==> src/core/fault_supervisor_defines.svh <==
/*
  constants for the regulator fault supervisor: register offsets, field
  positions, reset values and timing counts.
  assumes the clock runs at the period given here.
*/
`ifndef FAULT_SUPERVISOR_DEFINES_SVH
`define FAULT_SUPERVISOR_DEFINES_SVH

// clock period in ns
`define CLK_PERIOD_NS 100
// delay from final reference to power-good, in ns
`define PG_DELAY_NS 93000
// threshold boost hold after a voltage transition, in ns
`define BOOST_HOLD_NS 50000
// least times round up to whole cycles
`define PG_DELAY_CYCLES ((`PG_DELAY_NS + `CLK_PERIOD_NS - 1) / `CLK_PERIOD_NS)
`define BOOST_HOLD_CYCLES ((`BOOST_HOLD_NS + `CLK_PERIOD_NS - 1) / `CLK_PERIOD_NS)
// overcurrent events in a row, the last of which latches off
`define OC_RETRY_LIMIT 5
// no-processor code of the five-bit table
`define NO_CPU_CODE 5'h1f

// register offsets
`define REG_CTRL_OFS 8'h00
`define REG_STATUS_OFS 8'h04
// control fields and reset value
`define CTRL_MODE_BIT 0
`define CTRL_RESET 32'h0000_0000
// status fields
`define STAT_STATE_LSB 0
`define STAT_RETRY_LSB 4
`define STAT_UV_BIT 8
`define STAT_OV_CLAMP_BIT 9
`define STAT_OV_SEEN_BIT 10
`define STAT_BOOST_BIT 11
`define STAT_PG_BIT 12

`endif

==> src/core/fault_supervisor_pkg.sv <==
/*
  types for the regulator fault supervisor: states, threshold selects and
  the comparator bundles.
  assumes the analog comparators deliver clean synchronous levels.
*/
package fault_supervisor_pkg;

  // supervisor states
  typedef enum logic [2:0] {
    ST_OFF,
    ST_SOFT,
    ST_RETRY,
    ST_RUN,
    ST_LATCH
  } fsm_state_t;

  // overvoltage trip level choice for the analog side
  typedef enum logic [1:0] {
    OV_FLOOR_175,
    OV_REF_175,
    OV_REF_225
  } ov_level_t;

  // comparator results on the output and the total current
  typedef struct packed {
    logic ov_trip;          // sense above selected trip level
    logic ov_above_release; // sense above trip level minus 100mV
    logic uv_below_low;     // sense below reference minus 350mV
    logic uv_above_high;    // sense above reference minus 250mV
    logic avg_over;         // average current above selected trip
    logic monitor_over;     // current monitor pin above 2.0V
  } sense_cmp_t;

  // threshold selects driven back to the analog side
  typedef struct packed {
    ov_level_t ov_level;
    logic avg_boost;        // 140uA instead of 100uA
    logic limit_boost;      // 196uA instead of 140uA
  } level_sel_t;

endpackage

==> src/core/regulator_fault_supervisor.sv <==
/*
  fault supervision for a multi-phase buck controller: power-good, latch-off,
  hiccup retry, overvoltage clamp, per-channel limit and threshold boost.
  assumes comparator inputs, enable and power-on status are synchronous to
  clk, and that an external sequencer runs soft-start while asked to.
*/
// Design decisions made here: the plain strobed port and the address map.
`timescale 1ns/1ps
`include "fault_supervisor_defines.svh"

module regulator_fault_supervisor #(
  parameter int CHANNELS = 2,
  parameter int PG_DELAY_CYCLES = `PG_DELAY_CYCLES,
  parameter int BOOST_HOLD_CYCLES = `BOOST_HOLD_CYCLES,
  parameter int RETRY_LIMIT = `OC_RETRY_LIMIT
) (
  // clock and reset
  input wire logic clk,
  input wire logic rst_n,
  // register port
  input wire logic [7:0] reg_addr,
  input wire logic [31:0] reg_wdata,
  input wire logic reg_write,
  input wire logic reg_read,
  output logic [31:0] reg_rdata,
  // supervision inputs
  input wire logic por_ok,
  input wire logic enable,
  input wire logic dvid_active,
  input wire logic [4:0] voltage_id_code,
  input wire logic five_bit_table,
  // soft-start sequencer
  output logic soft_start_run,
  input wire logic soft_start_done,
  // comparators and threshold selects
  input wire fault_supervisor_pkg::sense_cmp_t sense,
  input wire logic [CHANNELS-1:0] channel_current_limit,
  output fault_supervisor_pkg::level_sel_t level_sel,
  // gate drives
  input wire logic [CHANNELS-1:0] pwm_high,
  output logic [CHANNELS-1:0] high_side_gate,
  output logic [CHANNELS-1:0] low_side_gate,
  // open-drain power-good
  output logic power_good_out_o,
  output logic power_good_out_oe
);

  localparam int PGW = $clog2(PG_DELAY_CYCLES + 1);
  localparam int BHW = $clog2(BOOST_HOLD_CYCLES + 1);
  localparam logic [PGW-1:0] PG_FULL = PGW'(PG_DELAY_CYCLES);
  localparam logic [BHW-1:0] BOOST_LOAD = BHW'(BOOST_HOLD_CYCLES);
  localparam logic [2:0] RETRY_MAX = 3'(RETRY_LIMIT);

  // decode of the no-processor code, used at start and while running
  function automatic logic is_no_cpu(input logic [4:0] code, input logic five);
    is_no_cpu = five && (code == `NO_CPU_CODE);
  endfunction

  fault_supervisor_pkg::fsm_state_t state;   // supervisor state
  fault_supervisor_pkg::fsm_state_t next_state;
  logic ctrl_mode;        // 0 first processor mode, 1 second
  logic [2:0] retry_count; // overcurrent events since last success
  logic ov_clamp;         // low-side clamp engaged
  logic ov_seen;          // one soft-start ov already forgiven
  logic uv_flag;          // output below undervoltage window
  logic [PGW-1:0] pg_count; // power-good delay counter
  logic [BHW-1:0] boost_count; // boost hold after transition
  logic pg_good;          // registered power-good
  logic pg_hold;          // second-mode hold across shutdown
  logic disabled;         // enable low or power not ready
  logic no_cpu;           // no-processor code applied
  logic oc_trip;          // any total overcurrent indication
  logic ov_end;           // clamp releasing this cycle
  logic ov_latch_evt;     // release that must latch off
  logic active;           // soft-start or regulating
  logic window;           // output inside the uv/ov window
  logic pg_ready;         // first-mode delay elapsed
  logic boost;            // thresholds raised

  assign disabled = !enable || !por_ok;
  assign no_cpu = is_no_cpu(voltage_id_code, five_bit_table);
  assign oc_trip = sense.avg_over || sense.monitor_over;
  assign active = (state == fault_supervisor_pkg::ST_SOFT) ||
                  (state == fault_supervisor_pkg::ST_RUN);
  assign window = !uv_flag && !ov_clamp;
  assign pg_ready = (pg_count == PG_FULL);
  // clamp lets go once the sense is 100mV under the trip level
  assign ov_end = ov_clamp && !sense.ov_trip && !sense.ov_above_release;
  // the first release inside soft-start is forgiven, later ones latch
  assign ov_latch_evt = ov_end &&
    !((state == fault_supervisor_pkg::ST_SOFT) && !ov_seen);
  assign soft_start_run = active;

  // control register writes
  always_ff @(posedge clk or negedge rst_n) begin
    if (!rst_n) begin
      ctrl_mode <= 1'(`CTRL_RESET >> `CTRL_MODE_BIT);
    end else if (reg_write && reg_addr == `REG_CTRL_OFS) begin
      ctrl_mode <= reg_wdata[`CTRL_MODE_BIT];
    end
  end

  // read data, one cycle after the strobe; unmapped reads give zero
  always_ff @(posedge clk or negedge rst_n) begin
    if (!rst_n) begin
      reg_rdata <= 32'h0;
    end else if (reg_read) begin
      reg_rdata <= 32'h0;
      case (reg_addr)
        `REG_CTRL_OFS: begin
          reg_rdata[`CTRL_MODE_BIT] <= ctrl_mode;
        end
        `REG_STATUS_OFS: begin
          reg_rdata[`STAT_STATE_LSB +: 3] <= state;
          reg_rdata[`STAT_RETRY_LSB +: 3] <= retry_count;
          reg_rdata[`STAT_UV_BIT] <= uv_flag;
          reg_rdata[`STAT_OV_CLAMP_BIT] <= ov_clamp;
          reg_rdata[`STAT_OV_SEEN_BIT] <= ov_seen;
          reg_rdata[`STAT_BOOST_BIT] <= boost;
          reg_rdata[`STAT_PG_BIT] <= pg_good;
        end
        default: begin
          reg_rdata <= 32'h0;
        end
      endcase
    end else begin
      reg_rdata <= 32'h0;
    end
  end

  // next state; disable wins over every fault
  always_comb begin
    next_state = state;
    case (state)
      fault_supervisor_pkg::ST_OFF: begin
        if (!disabled && !no_cpu) begin
          next_state = fault_supervisor_pkg::ST_SOFT;
        end
      end
      fault_supervisor_pkg::ST_SOFT, fault_supervisor_pkg::ST_RUN: begin
        if (disabled) begin
          next_state = fault_supervisor_pkg::ST_OFF;
        end else if (ov_latch_evt) begin
          next_state = fault_supervisor_pkg::ST_LATCH;
        end else if (no_cpu) begin
          // first mode latches, second just shuts down and waits
          next_state = ctrl_mode ? fault_supervisor_pkg::ST_OFF
                                 : fault_supervisor_pkg::ST_LATCH;
        end else if (oc_trip) begin
          // fifth event in a row latches, earlier ones retry
          next_state = (retry_count + 3'h1 >= RETRY_MAX) ?
            fault_supervisor_pkg::ST_LATCH : fault_supervisor_pkg::ST_RETRY;
        end else if (state == fault_supervisor_pkg::ST_SOFT && soft_start_done) begin
          next_state = fault_supervisor_pkg::ST_RUN;
        end
      end
      fault_supervisor_pkg::ST_RETRY: begin
        // one idle cycle restarts the sequencer from scratch
        next_state = disabled ? fault_supervisor_pkg::ST_OFF
                              : fault_supervisor_pkg::ST_SOFT;
      end
      fault_supervisor_pkg::ST_LATCH: begin
        // only an enable toggle or power loss leaves latch-off
        if (disabled) begin
          next_state = fault_supervisor_pkg::ST_OFF;
        end
      end
      default: begin
        next_state = fault_supervisor_pkg::ST_OFF;
      end
    endcase
  end

  // state register
  always_ff @(posedge clk or negedge rst_n) begin
    if (!rst_n) begin
      state <= fault_supervisor_pkg::ST_OFF;
    end else begin
      state <= next_state;
    end
  end

  // overcurrent retry counter
  always_ff @(posedge clk or negedge rst_n) begin
    if (!rst_n) begin
      retry_count <= 3'h0;
    end else if (disabled) begin
      retry_count <= 3'h0;
    end else if (active && oc_trip && !ov_latch_evt && !no_cpu) begin
      if (retry_count < RETRY_MAX) begin
        retry_count <= retry_count + 3'h1;
      end
    end else if (state == fault_supervisor_pkg::ST_SOFT && soft_start_done) begin
      retry_count <= 3'h0;
    end
  end

  // overvoltage clamp; a new trip wins over the release
  always_ff @(posedge clk or negedge rst_n) begin
    if (!rst_n) begin
      ov_clamp <= 1'b0;
    end else if (sense.ov_trip) begin
      ov_clamp <= 1'b1;
    end else if (!sense.ov_above_release) begin
      ov_clamp <= 1'b0;
    end
  end

  // memory of the one forgiven soft-start trip
  always_ff @(posedge clk or negedge rst_n) begin
    if (!rst_n) begin
      ov_seen <= 1'b0;
    end else if (state == fault_supervisor_pkg::ST_OFF) begin
      ov_seen <= 1'b0;
    end else if (ov_end && state == fault_supervisor_pkg::ST_SOFT) begin
      ov_seen <= 1'b1;
    end
  end

  // undervoltage with hysteresis; only power-good reacts
  always_ff @(posedge clk or negedge rst_n) begin
    if (!rst_n) begin
      uv_flag <= 1'b0;
    end else if (sense.uv_below_low) begin
      uv_flag <= 1'b1;
    end else if (sense.uv_above_high) begin
      uv_flag <= 1'b0;
    end
  end

  // first-mode delay from final reference to power-good
  always_ff @(posedge clk or negedge rst_n) begin
    if (!rst_n) begin
      pg_count <= '0;
    end else if (state != fault_supervisor_pkg::ST_RUN) begin
      pg_count <= '0;
    end else if (!pg_ready) begin
      pg_count <= pg_count + PGW'(1);
    end
  end

  // second-mode hold: survives shutdown, ends when the window is left
  always_ff @(posedge clk or negedge rst_n) begin
    if (!rst_n) begin
      pg_hold <= 1'b0;
    end else if (!window || !ctrl_mode) begin
      pg_hold <= 1'b0;
    end else if (pg_good) begin
      pg_hold <= 1'b1;
    end
  end

  // power-good; ov and uv pull it low, as does every non-run state unless the second-mode hold is set
  always_ff @(posedge clk or negedge rst_n) begin
    if (!rst_n) begin
      pg_good <= 1'b0;
    end else if (ctrl_mode) begin
      pg_good <= window && (state == fault_supervisor_pkg::ST_RUN || pg_hold);
    end else begin
      pg_good <= window && pg_ready &&
                 (state == fault_supervisor_pkg::ST_RUN);
    end
  end

  // open-drain: only ever pulls low
  assign power_good_out_o = 1'b0;
  assign power_good_out_oe = !pg_good;

  // boost hold timer restarts at every transition cycle
  always_ff @(posedge clk or negedge rst_n) begin
    if (!rst_n) begin
      boost_count <= '0;
    end else if (dvid_active) begin
      boost_count <= BOOST_LOAD;
    end else if (boost_count != '0) begin
      boost_count <= boost_count - BHW'(1);
    end
  end

  // selects are combinational so a boost starts with the transition
  assign boost = dvid_active || (boost_count != '0);
  always_comb begin
    level_sel.avg_boost = boost;
    level_sel.limit_boost = boost;
    if (ctrl_mode) begin
      level_sel.ov_level = fault_supervisor_pkg::OV_REF_225;
    end else if (state == fault_supervisor_pkg::ST_RUN) begin
      level_sel.ov_level = fault_supervisor_pkg::OV_REF_175;
    end else begin
      level_sel.ov_level = fault_supervisor_pkg::OV_FLOOR_175;
    end
  end

  // per-channel gate override; clamp and limit only ever raise the low side
  genvar ch;
  generate
    for (ch = 0; ch < CHANNELS; ch++) begin : g_gate
      always_ff @(posedge clk or negedge rst_n) begin
        if (!rst_n) begin
          high_side_gate[ch] <= 1'b0;
          low_side_gate[ch] <= 1'b0;
        end else if (ov_clamp) begin
          high_side_gate[ch] <= 1'b0;
          low_side_gate[ch] <= 1'b1;
        end else if (!active || oc_trip) begin
          // shutdown, retry gap and overcurrent: both devices off
          high_side_gate[ch] <= 1'b0;
          low_side_gate[ch] <= 1'b0;
        end else if (channel_current_limit[ch]) begin
          // the rest of the regulator keeps switching
          high_side_gate[ch] <= 1'b0;
          low_side_gate[ch] <= 1'b1;
        end else begin
          high_side_gate[ch] <= pwm_high[ch];
          low_side_gate[ch] <= !pwm_high[ch];
        end
      end
    end
  endgenerate

  // checks next to the logic
  gate_exclusive_a: assert property (@(posedge clk) disable iff (!rst_n)
    (high_side_gate & low_side_gate) == '0)
    else $error("both gates of a channel high");

  pg_before_ss_a: assert property (@(posedge clk) disable iff (!rst_n)
    (!ctrl_mode && state != fault_supervisor_pkg::ST_RUN) |=> !pg_good)
    else $error("power-good high before soft-start end");

  pg_delay_a: assert property (@(posedge clk) disable iff (!rst_n)
    ($rose(pg_good) && !ctrl_mode) |-> $past(pg_count) == PG_FULL)
    else $error("power-good rose before delay elapsed");

  ov_clamp_gate_a: assert property (@(posedge clk) disable iff (!rst_n)
    ov_clamp |=> (&low_side_gate) && (high_side_gate == '0) && !pg_good)
    else $error("overvoltage clamp not applied");

  limit_force_a: assert property (@(posedge clk) disable iff (!rst_n)
    (channel_current_limit[0] && active && !oc_trip && !ov_clamp) |=>
      !high_side_gate[0] && low_side_gate[0])
    else $error("channel limit did not override gates");

  retry_restart_a: assert property (@(posedge clk) disable iff (!rst_n)
    (state == fault_supervisor_pkg::ST_RETRY && !disabled) |=>
      state == fault_supervisor_pkg::ST_SOFT && soft_start_run)
    else $error("retry did not restart soft-start");

  latch_hold_a: assert property (@(posedge clk) disable iff (!rst_n)
    (state == fault_supervisor_pkg::ST_LATCH && !disabled) |=>
      state == fault_supervisor_pkg::ST_LATCH)
    else $error("latch-off left without enable toggle");

  retry_bound_a: assert property (@(posedge clk) disable iff (!rst_n)
    (retry_count == RETRY_MAX - 3'h1 && active && oc_trip && !disabled &&
     !ov_latch_evt && !no_cpu) |=> state == fault_supervisor_pkg::ST_LATCH)
    else $error("fifth overcurrent did not latch");

  boost_hold_a: assert property (@(posedge clk) disable iff (!rst_n)
    $fell(dvid_active) |-> (level_sel.avg_boost && level_sel.limit_boost)[*8])
    else $error("boost dropped right after transition");

  nocpu_start_a: assert property (@(posedge clk) disable iff (!rst_n)
    (state == fault_supervisor_pkg::ST_OFF && no_cpu) |=>
      state == fault_supervisor_pkg::ST_OFF)
    else $error("soft-start began with no-cpu code");

  mode2_pg_a: assert property (@(posedge clk) disable iff (!rst_n)
    (ctrl_mode && state == fault_supervisor_pkg::ST_RUN && window) |=> pg_good)
    else $error("second mode power-good not high in window");

  uv_pg_a: assert property (@(posedge clk) disable iff (!rst_n)
    uv_flag |=> !pg_good)
    else $error("power-good high during undervoltage");

endmodule // regulator_fault_supervisor

==> config.mk <==
export PLATFORM = sky130hd
export DESIGN_NAME = regulator_fault_supervisor
export DESIGN_NICKNAME = d
export VERILOG_FILES = /design/src/core/fault_supervisor_pkg.sv /design/src/core/regulator_fault_supervisor.sv
export VERILOG_INCLUDE_DIRS = /design/src /design/src/core
export SDC_FILE = /design/constraint.sdc
export NUM_CORES = 1
export LEC_CHECK = 0
export ABC_AREA = 1
export BUFFER_PORTS_ARGS = -buffer_cell sky130_fd_sc_hd__buf_4
export CORE_UTILIZATION = 45
export CTS_CLUSTER_SIZE = 8
export DETAILED_ROUTE_END_ITERATION = 8
export GPL_ROUTABILITY_DRIVEN = 0
export PLACE_DENSITY = 0.76
export SLEW_MARGIN = 10
export SYNTH_ARGS = -nofsm -noshare
export SYNTH_HDL_FRONTEND = slang
export SYNTH_SLANG_ARGS = --single-unit
==> constraint.sdc <==
create_clock -name clk -period 3.5 [get_ports clk]
set_input_delay 1.05 -clock clk [delete_from_list [all_inputs] [get_ports clk]]
set_output_delay 1.05 -clock clk [all_outputs]
set_load 0.01 [all_outputs]
Word level (Yosys, flattened, before mapping)
Cells that the tools add are included.
{"block": "classes", "addsub": 3, "magnitude_cmp": 2, "eq_ne": 14, "mux": 47, "n_reduce_logical": 51}
{"op": "$mux W3", "count": 14}
{"op": "$mux W1", "count": 23}
{"op": "$mux W10", "count": 2}
{"op": "$mux W9", "count": 2}
{"op": "$logic_not A1 Y1", "count": 17}
{"op": "$logic_and A1 B1 Y1", "count": 16}
{"op": "$mux W13", "count": 1}
{"op": "$pmux W3 S4", "count": 1}
{"op": "$add A10 B1 Y10 const B", "count": 1}
{"op": "$eq A10 B10 Y1 const B", "count": 1}
{"op": "$reduce_bool A9 Y1", "count": 1}
{"op": "$sub A9 B1 Y9 const B", "count": 1}
{"op": "$eq A8 B3 Y1 const B", "count": 1}
{"op": "$logic_not A8 Y1", "count": 1}
{"op": "$reduce_bool A2 Y1", "count": 4}
{"op": "$logic_or A1 B1 Y1", "count": 7}
{"op": "$eq A3 B2 Y1 const B", "count": 2}
{"op": "$ne A3 B2 Y1 const B", "count": 2}
{"op": "$ne A6 B6 Y1 const B", "count": 1}
{"op": "$eq A5 B5 Y1 const B", "count": 1}
{"op": "$mux W5", "count": 1}
{"op": "$mux W2", "count": 2}
{"op": "$ne A2 B1 Y1 const B", "count": 2}
{"op": "$ne A2 B2 Y1 const B", "count": 2}
{"op": "other kinds (11)", "count": 11}
{"block": "word_totals", "register_bits": 67, "out_inout_bits": 43, "word_cells": 132}

Longest topological paths before layout
{"block": "depth", "word_depth": 9, "mapped_depth": 10, "mapped_depth_nobuf": 10}

Worst setup path after synthesis
No wires, ideal clock.
{"block": "synth_timing", "kind": "input to output", "from": "in dvid_active", "to": "out level_sel[0] in the netlist's numbering", "arrival_ps": 1420, "path_slack_ps": 1030, "path_stages": 3, "path_cell_list": "inv_1 > nand3_1 > buf_4"}
{"block": "synth_between", "elab_chain_len": 1}
{"element": "from (decl)", "line_no": "regulator_fault_supervisor.sv:29", "rtl": "input wire logic dvid_active,"}
{"element": "$logic_or A1 B1 Y1", "line_no": "regulator_fault_supervisor.sv:281", "rtl": "assign boost = dvid_active || (boost_count != '0);"}
{"element": "to (decl)", "line_no": "regulator_fault_supervisor.sv:38", "rtl": "output fault_supervisor_pkg::level_sel_t level_sel,"}
No other way between the ends.

==> flow_summary.toml <==
[logic_synthesis]
synth_top_area_share_pct = 45.91
syn-cell-area_um2 = 2507
avgSynthCellArea_um2 = 7.910
synth_cell_types = 36
ys_ff_latch = 46
synth.area.top_cells = "dfrtp_1 46%, nand2_1 8.5%, buf_4 7.5%"
yosysTopAreaCell = "dfrtp_1"
syn_inst = 317
yosysSeqAreaShare_pct = 45.91
synth_warnings = 0

[layout]
nNetsFinal = 441
diodes = 0
final_cell_mix = "57 x nand2_1, 53 x buf_4, 47 x nor2_1"
drive_above_1_share_pct = 20.11
final_area_um2 = 2974
layout_commonest_cell = "nand2_1"
syn2layout_area_growth_pct = 18.61

[clock_network]
clock-sinks = 46
clk_latency_ns = 0.30
post-cts-setup-buffer-count = 0
htree_levels = 2
ctsResizeCount = 0
cts.path.max_buffers = 2
ctsHoldBuffers = 0
clockRootBuffer = "clkbuf_8"
numCtsBuffers = 5
cts_tree = "built"
clkTransAtPathRegs_ns = 0.08

[power]
power_density_nw_per_um2 = 393.1
seq_power_share_pct = 49.9
switching_share_pct = 30.75
p_leak_nw = 1.535
p_switching_w = 0.0003595
pwr-share-clk_pct = 28.8
p_int_w = 0.0008097
vdd_drop_max_mv = 0.1932
comb_power_share_pct = 21.3

[worst_setup_path]
setup.worst_path.end_class = "output port"
cpMostUsedCell = "buf_4"
cp.depth = 4
crit_required_ns = 2.45
r2r_slack_ns = 1.93
crit_family = "buffers and inverters"
startpoint = "dvid_active"
worst_path_largest_cell_delay_ns = 0.18
crit_path_end = "level_sel[0]"
cp_num_buf_inv = 3
crit_chain = "buf_4, inv_1, nand3_1, buf_4"
critPathArrivalTime_ns = 1.64
cp_slowest_cell = "buf_4"
r2r-start = "pg_count[0]"
worstSetupPathType = "input pin to output port"
startpoint_type = "input pin"
reg2regPathDepth = 6
r2r-end = "pg_count[0]"
crit_fanout = 6

[place]
place_area_um2 = 2879
post-dp-hpwl_um = 3720
io_buffer_count = 53

[global_routing]
grt_pass1_wl_um = 8369
gr-max-usage-layer = "met2"
grt_util_met2_pct = 32.16
antenna_found_initial = 0
grt_pass1_vias = 2021
grt_util_met1_pct = 20.95
grt-ovfl-total = 0
grt_max_degree = 47
grt_usage_pct = 17.90
use_met3_pct = 3.114

[sta]
finalSetupViolCount = 0
setup-tns-final_ns = 0
hold_violations = 0
layout_worst_path_cycle_share_pct = 76.84
fin_skew_ns = 0.003962
rsz0062_at_grt = "no"
relSlewSlack_pct = 60.97
tightest_slew_ns = 0.5800
fmax_ghz = 0.3718
slew_viol_final = 0
min_period_ns = 2.689

[die]
io_pins = 107
die_width_um = 76.65
core_area_um2 = 5238
floorplan.initialDensity_pct = 47.87
die_height_um = 76.65
die_area_um2 = 5874
rows = 26

[routing]
first_iter_violations = 107
drt_pre_antenna_iters = 4
avgRoutedWirePerCell_um = 10.90
drc_errors = 0
ant_nets = 0
via_count = 2120
vias_per_cell = 4.786
routed_wl_um = 4830

[hold_path]
hold_start = "retry_count[1]"
min_path_type = "flop to flop"

[run]
drv_cap = 0

[outcome]
status = "complete, no violations"
## through the flow
step	total power, W	worst slack (ns)	util (%)	cells	hold slack (ns)
global placement	0.0008371	0.8081	54.97	435	0.4875
CTS	0.001181	0.8062	56.78	443	0.5228
finish	0.001169	0.8107	56.78	443	0.5175
floorplan	0.0007755	1.030	-	338	0.4675
detailed placement	0.0008434	0.8148	54.97	435	0.5011
global route	0.001240	0.6350	56.78	443	0.5426
## worst min path at each step
stage	to	cells past startpoint
global placement	retry_count[1]	2
detailed placement	retry_count[0]	2
global route	pg_hold	2
finish	retry_count[1]	2
CTS	retry_count[0]	2
floorplan	retry_count[1]	2
## Yosys cell counts, drive strengths merged
library cell,number
buf,25
nand3,18
nor3,5
o21ai,17
and3b,1
nor4,2
nand4,8
a21oi,12
clkbuf,1
clkinv,1
conb,1
o22ai,1
nor2,51
o21a,1
nand2,60
o31ai,1
ha,5
o311ai,1
nand3b,3
or3,1
dfrtp,46
a21o,1
and3,1
a31oi,1
o21bai,1
inv,49
a211oi,1
xor2,2
## routing by layer
metal | part of all wire [%] | up-vias
met5 | 0 | -
met4 | 1.3 | 0
met3 | 4.2 | 5
met2 | 51 | 57
met1 | 43 | 992
li1 | - | 1066
## cell type report
type	instances	area, um2
Inverter	50	187.7
Tap cell	70	87.58
Clock buffer	6	82.58
Multi-Input combinational cell	216	1055
Clock inverter	2	12.51
Sequential cell	46	1151
Fill cell	485	2263
Timing Repair Buffer	53	397.9
## cells by family after synthesis
| kind of cell | Yosys count | synth area share [%] |
|---|---|---|
| simple gates | 150 | 27.15 |
| buf+inv | 76 | 15.17 |
| xor+xnor | 2 | 0.6987 |
| flops | 46 | 45.91 |
| fa+ha+maj | 5 | 2.495 |
| compound gates | 37 | 8.434 |
| other cells | 1 | 0.1496 |
## worst register-to-register path, delay by kind of cell (launching register included)
kind | cells | cell delay [ns]
compound gates | 1 | 0.14
flops | 1 | 0.42
fa+ha+maj | 1 | 0.19
buf+inv | 1 | 0.08
simple gates | 3 | 0.67
## power by group through the flow
stage | Sequential, W | Combinational, W | Clock, W
6_report | 0.000584 | 0.000249 | 0.000336
5_1_grt | 0.000588 | 0.000282 | 0.000371
4_1_cts | 0.000583 | 0.000250 | 0.000347
3_5_place_dp | 0.000594 | 0.000250 | 0
3_3_place_gp | 0.000593 | 0.000244 | 0
2_1_floorplan | 0.000590 | 0.000185 | 0
## sequential cells by signal (all words and copies together) (netlist names)
name            flops
boost_count         9
ctrl_mode           1
high_side_gate      2
low_side_gate       2
ov_clamp            1
ov_seen             1
pg_count           10
pg_good             1
pg_hold             1
reg_rdata          11
retry_count         3
state               3
uv_flag             1
No activity file was read; power rests on OpenSTA's default activity.
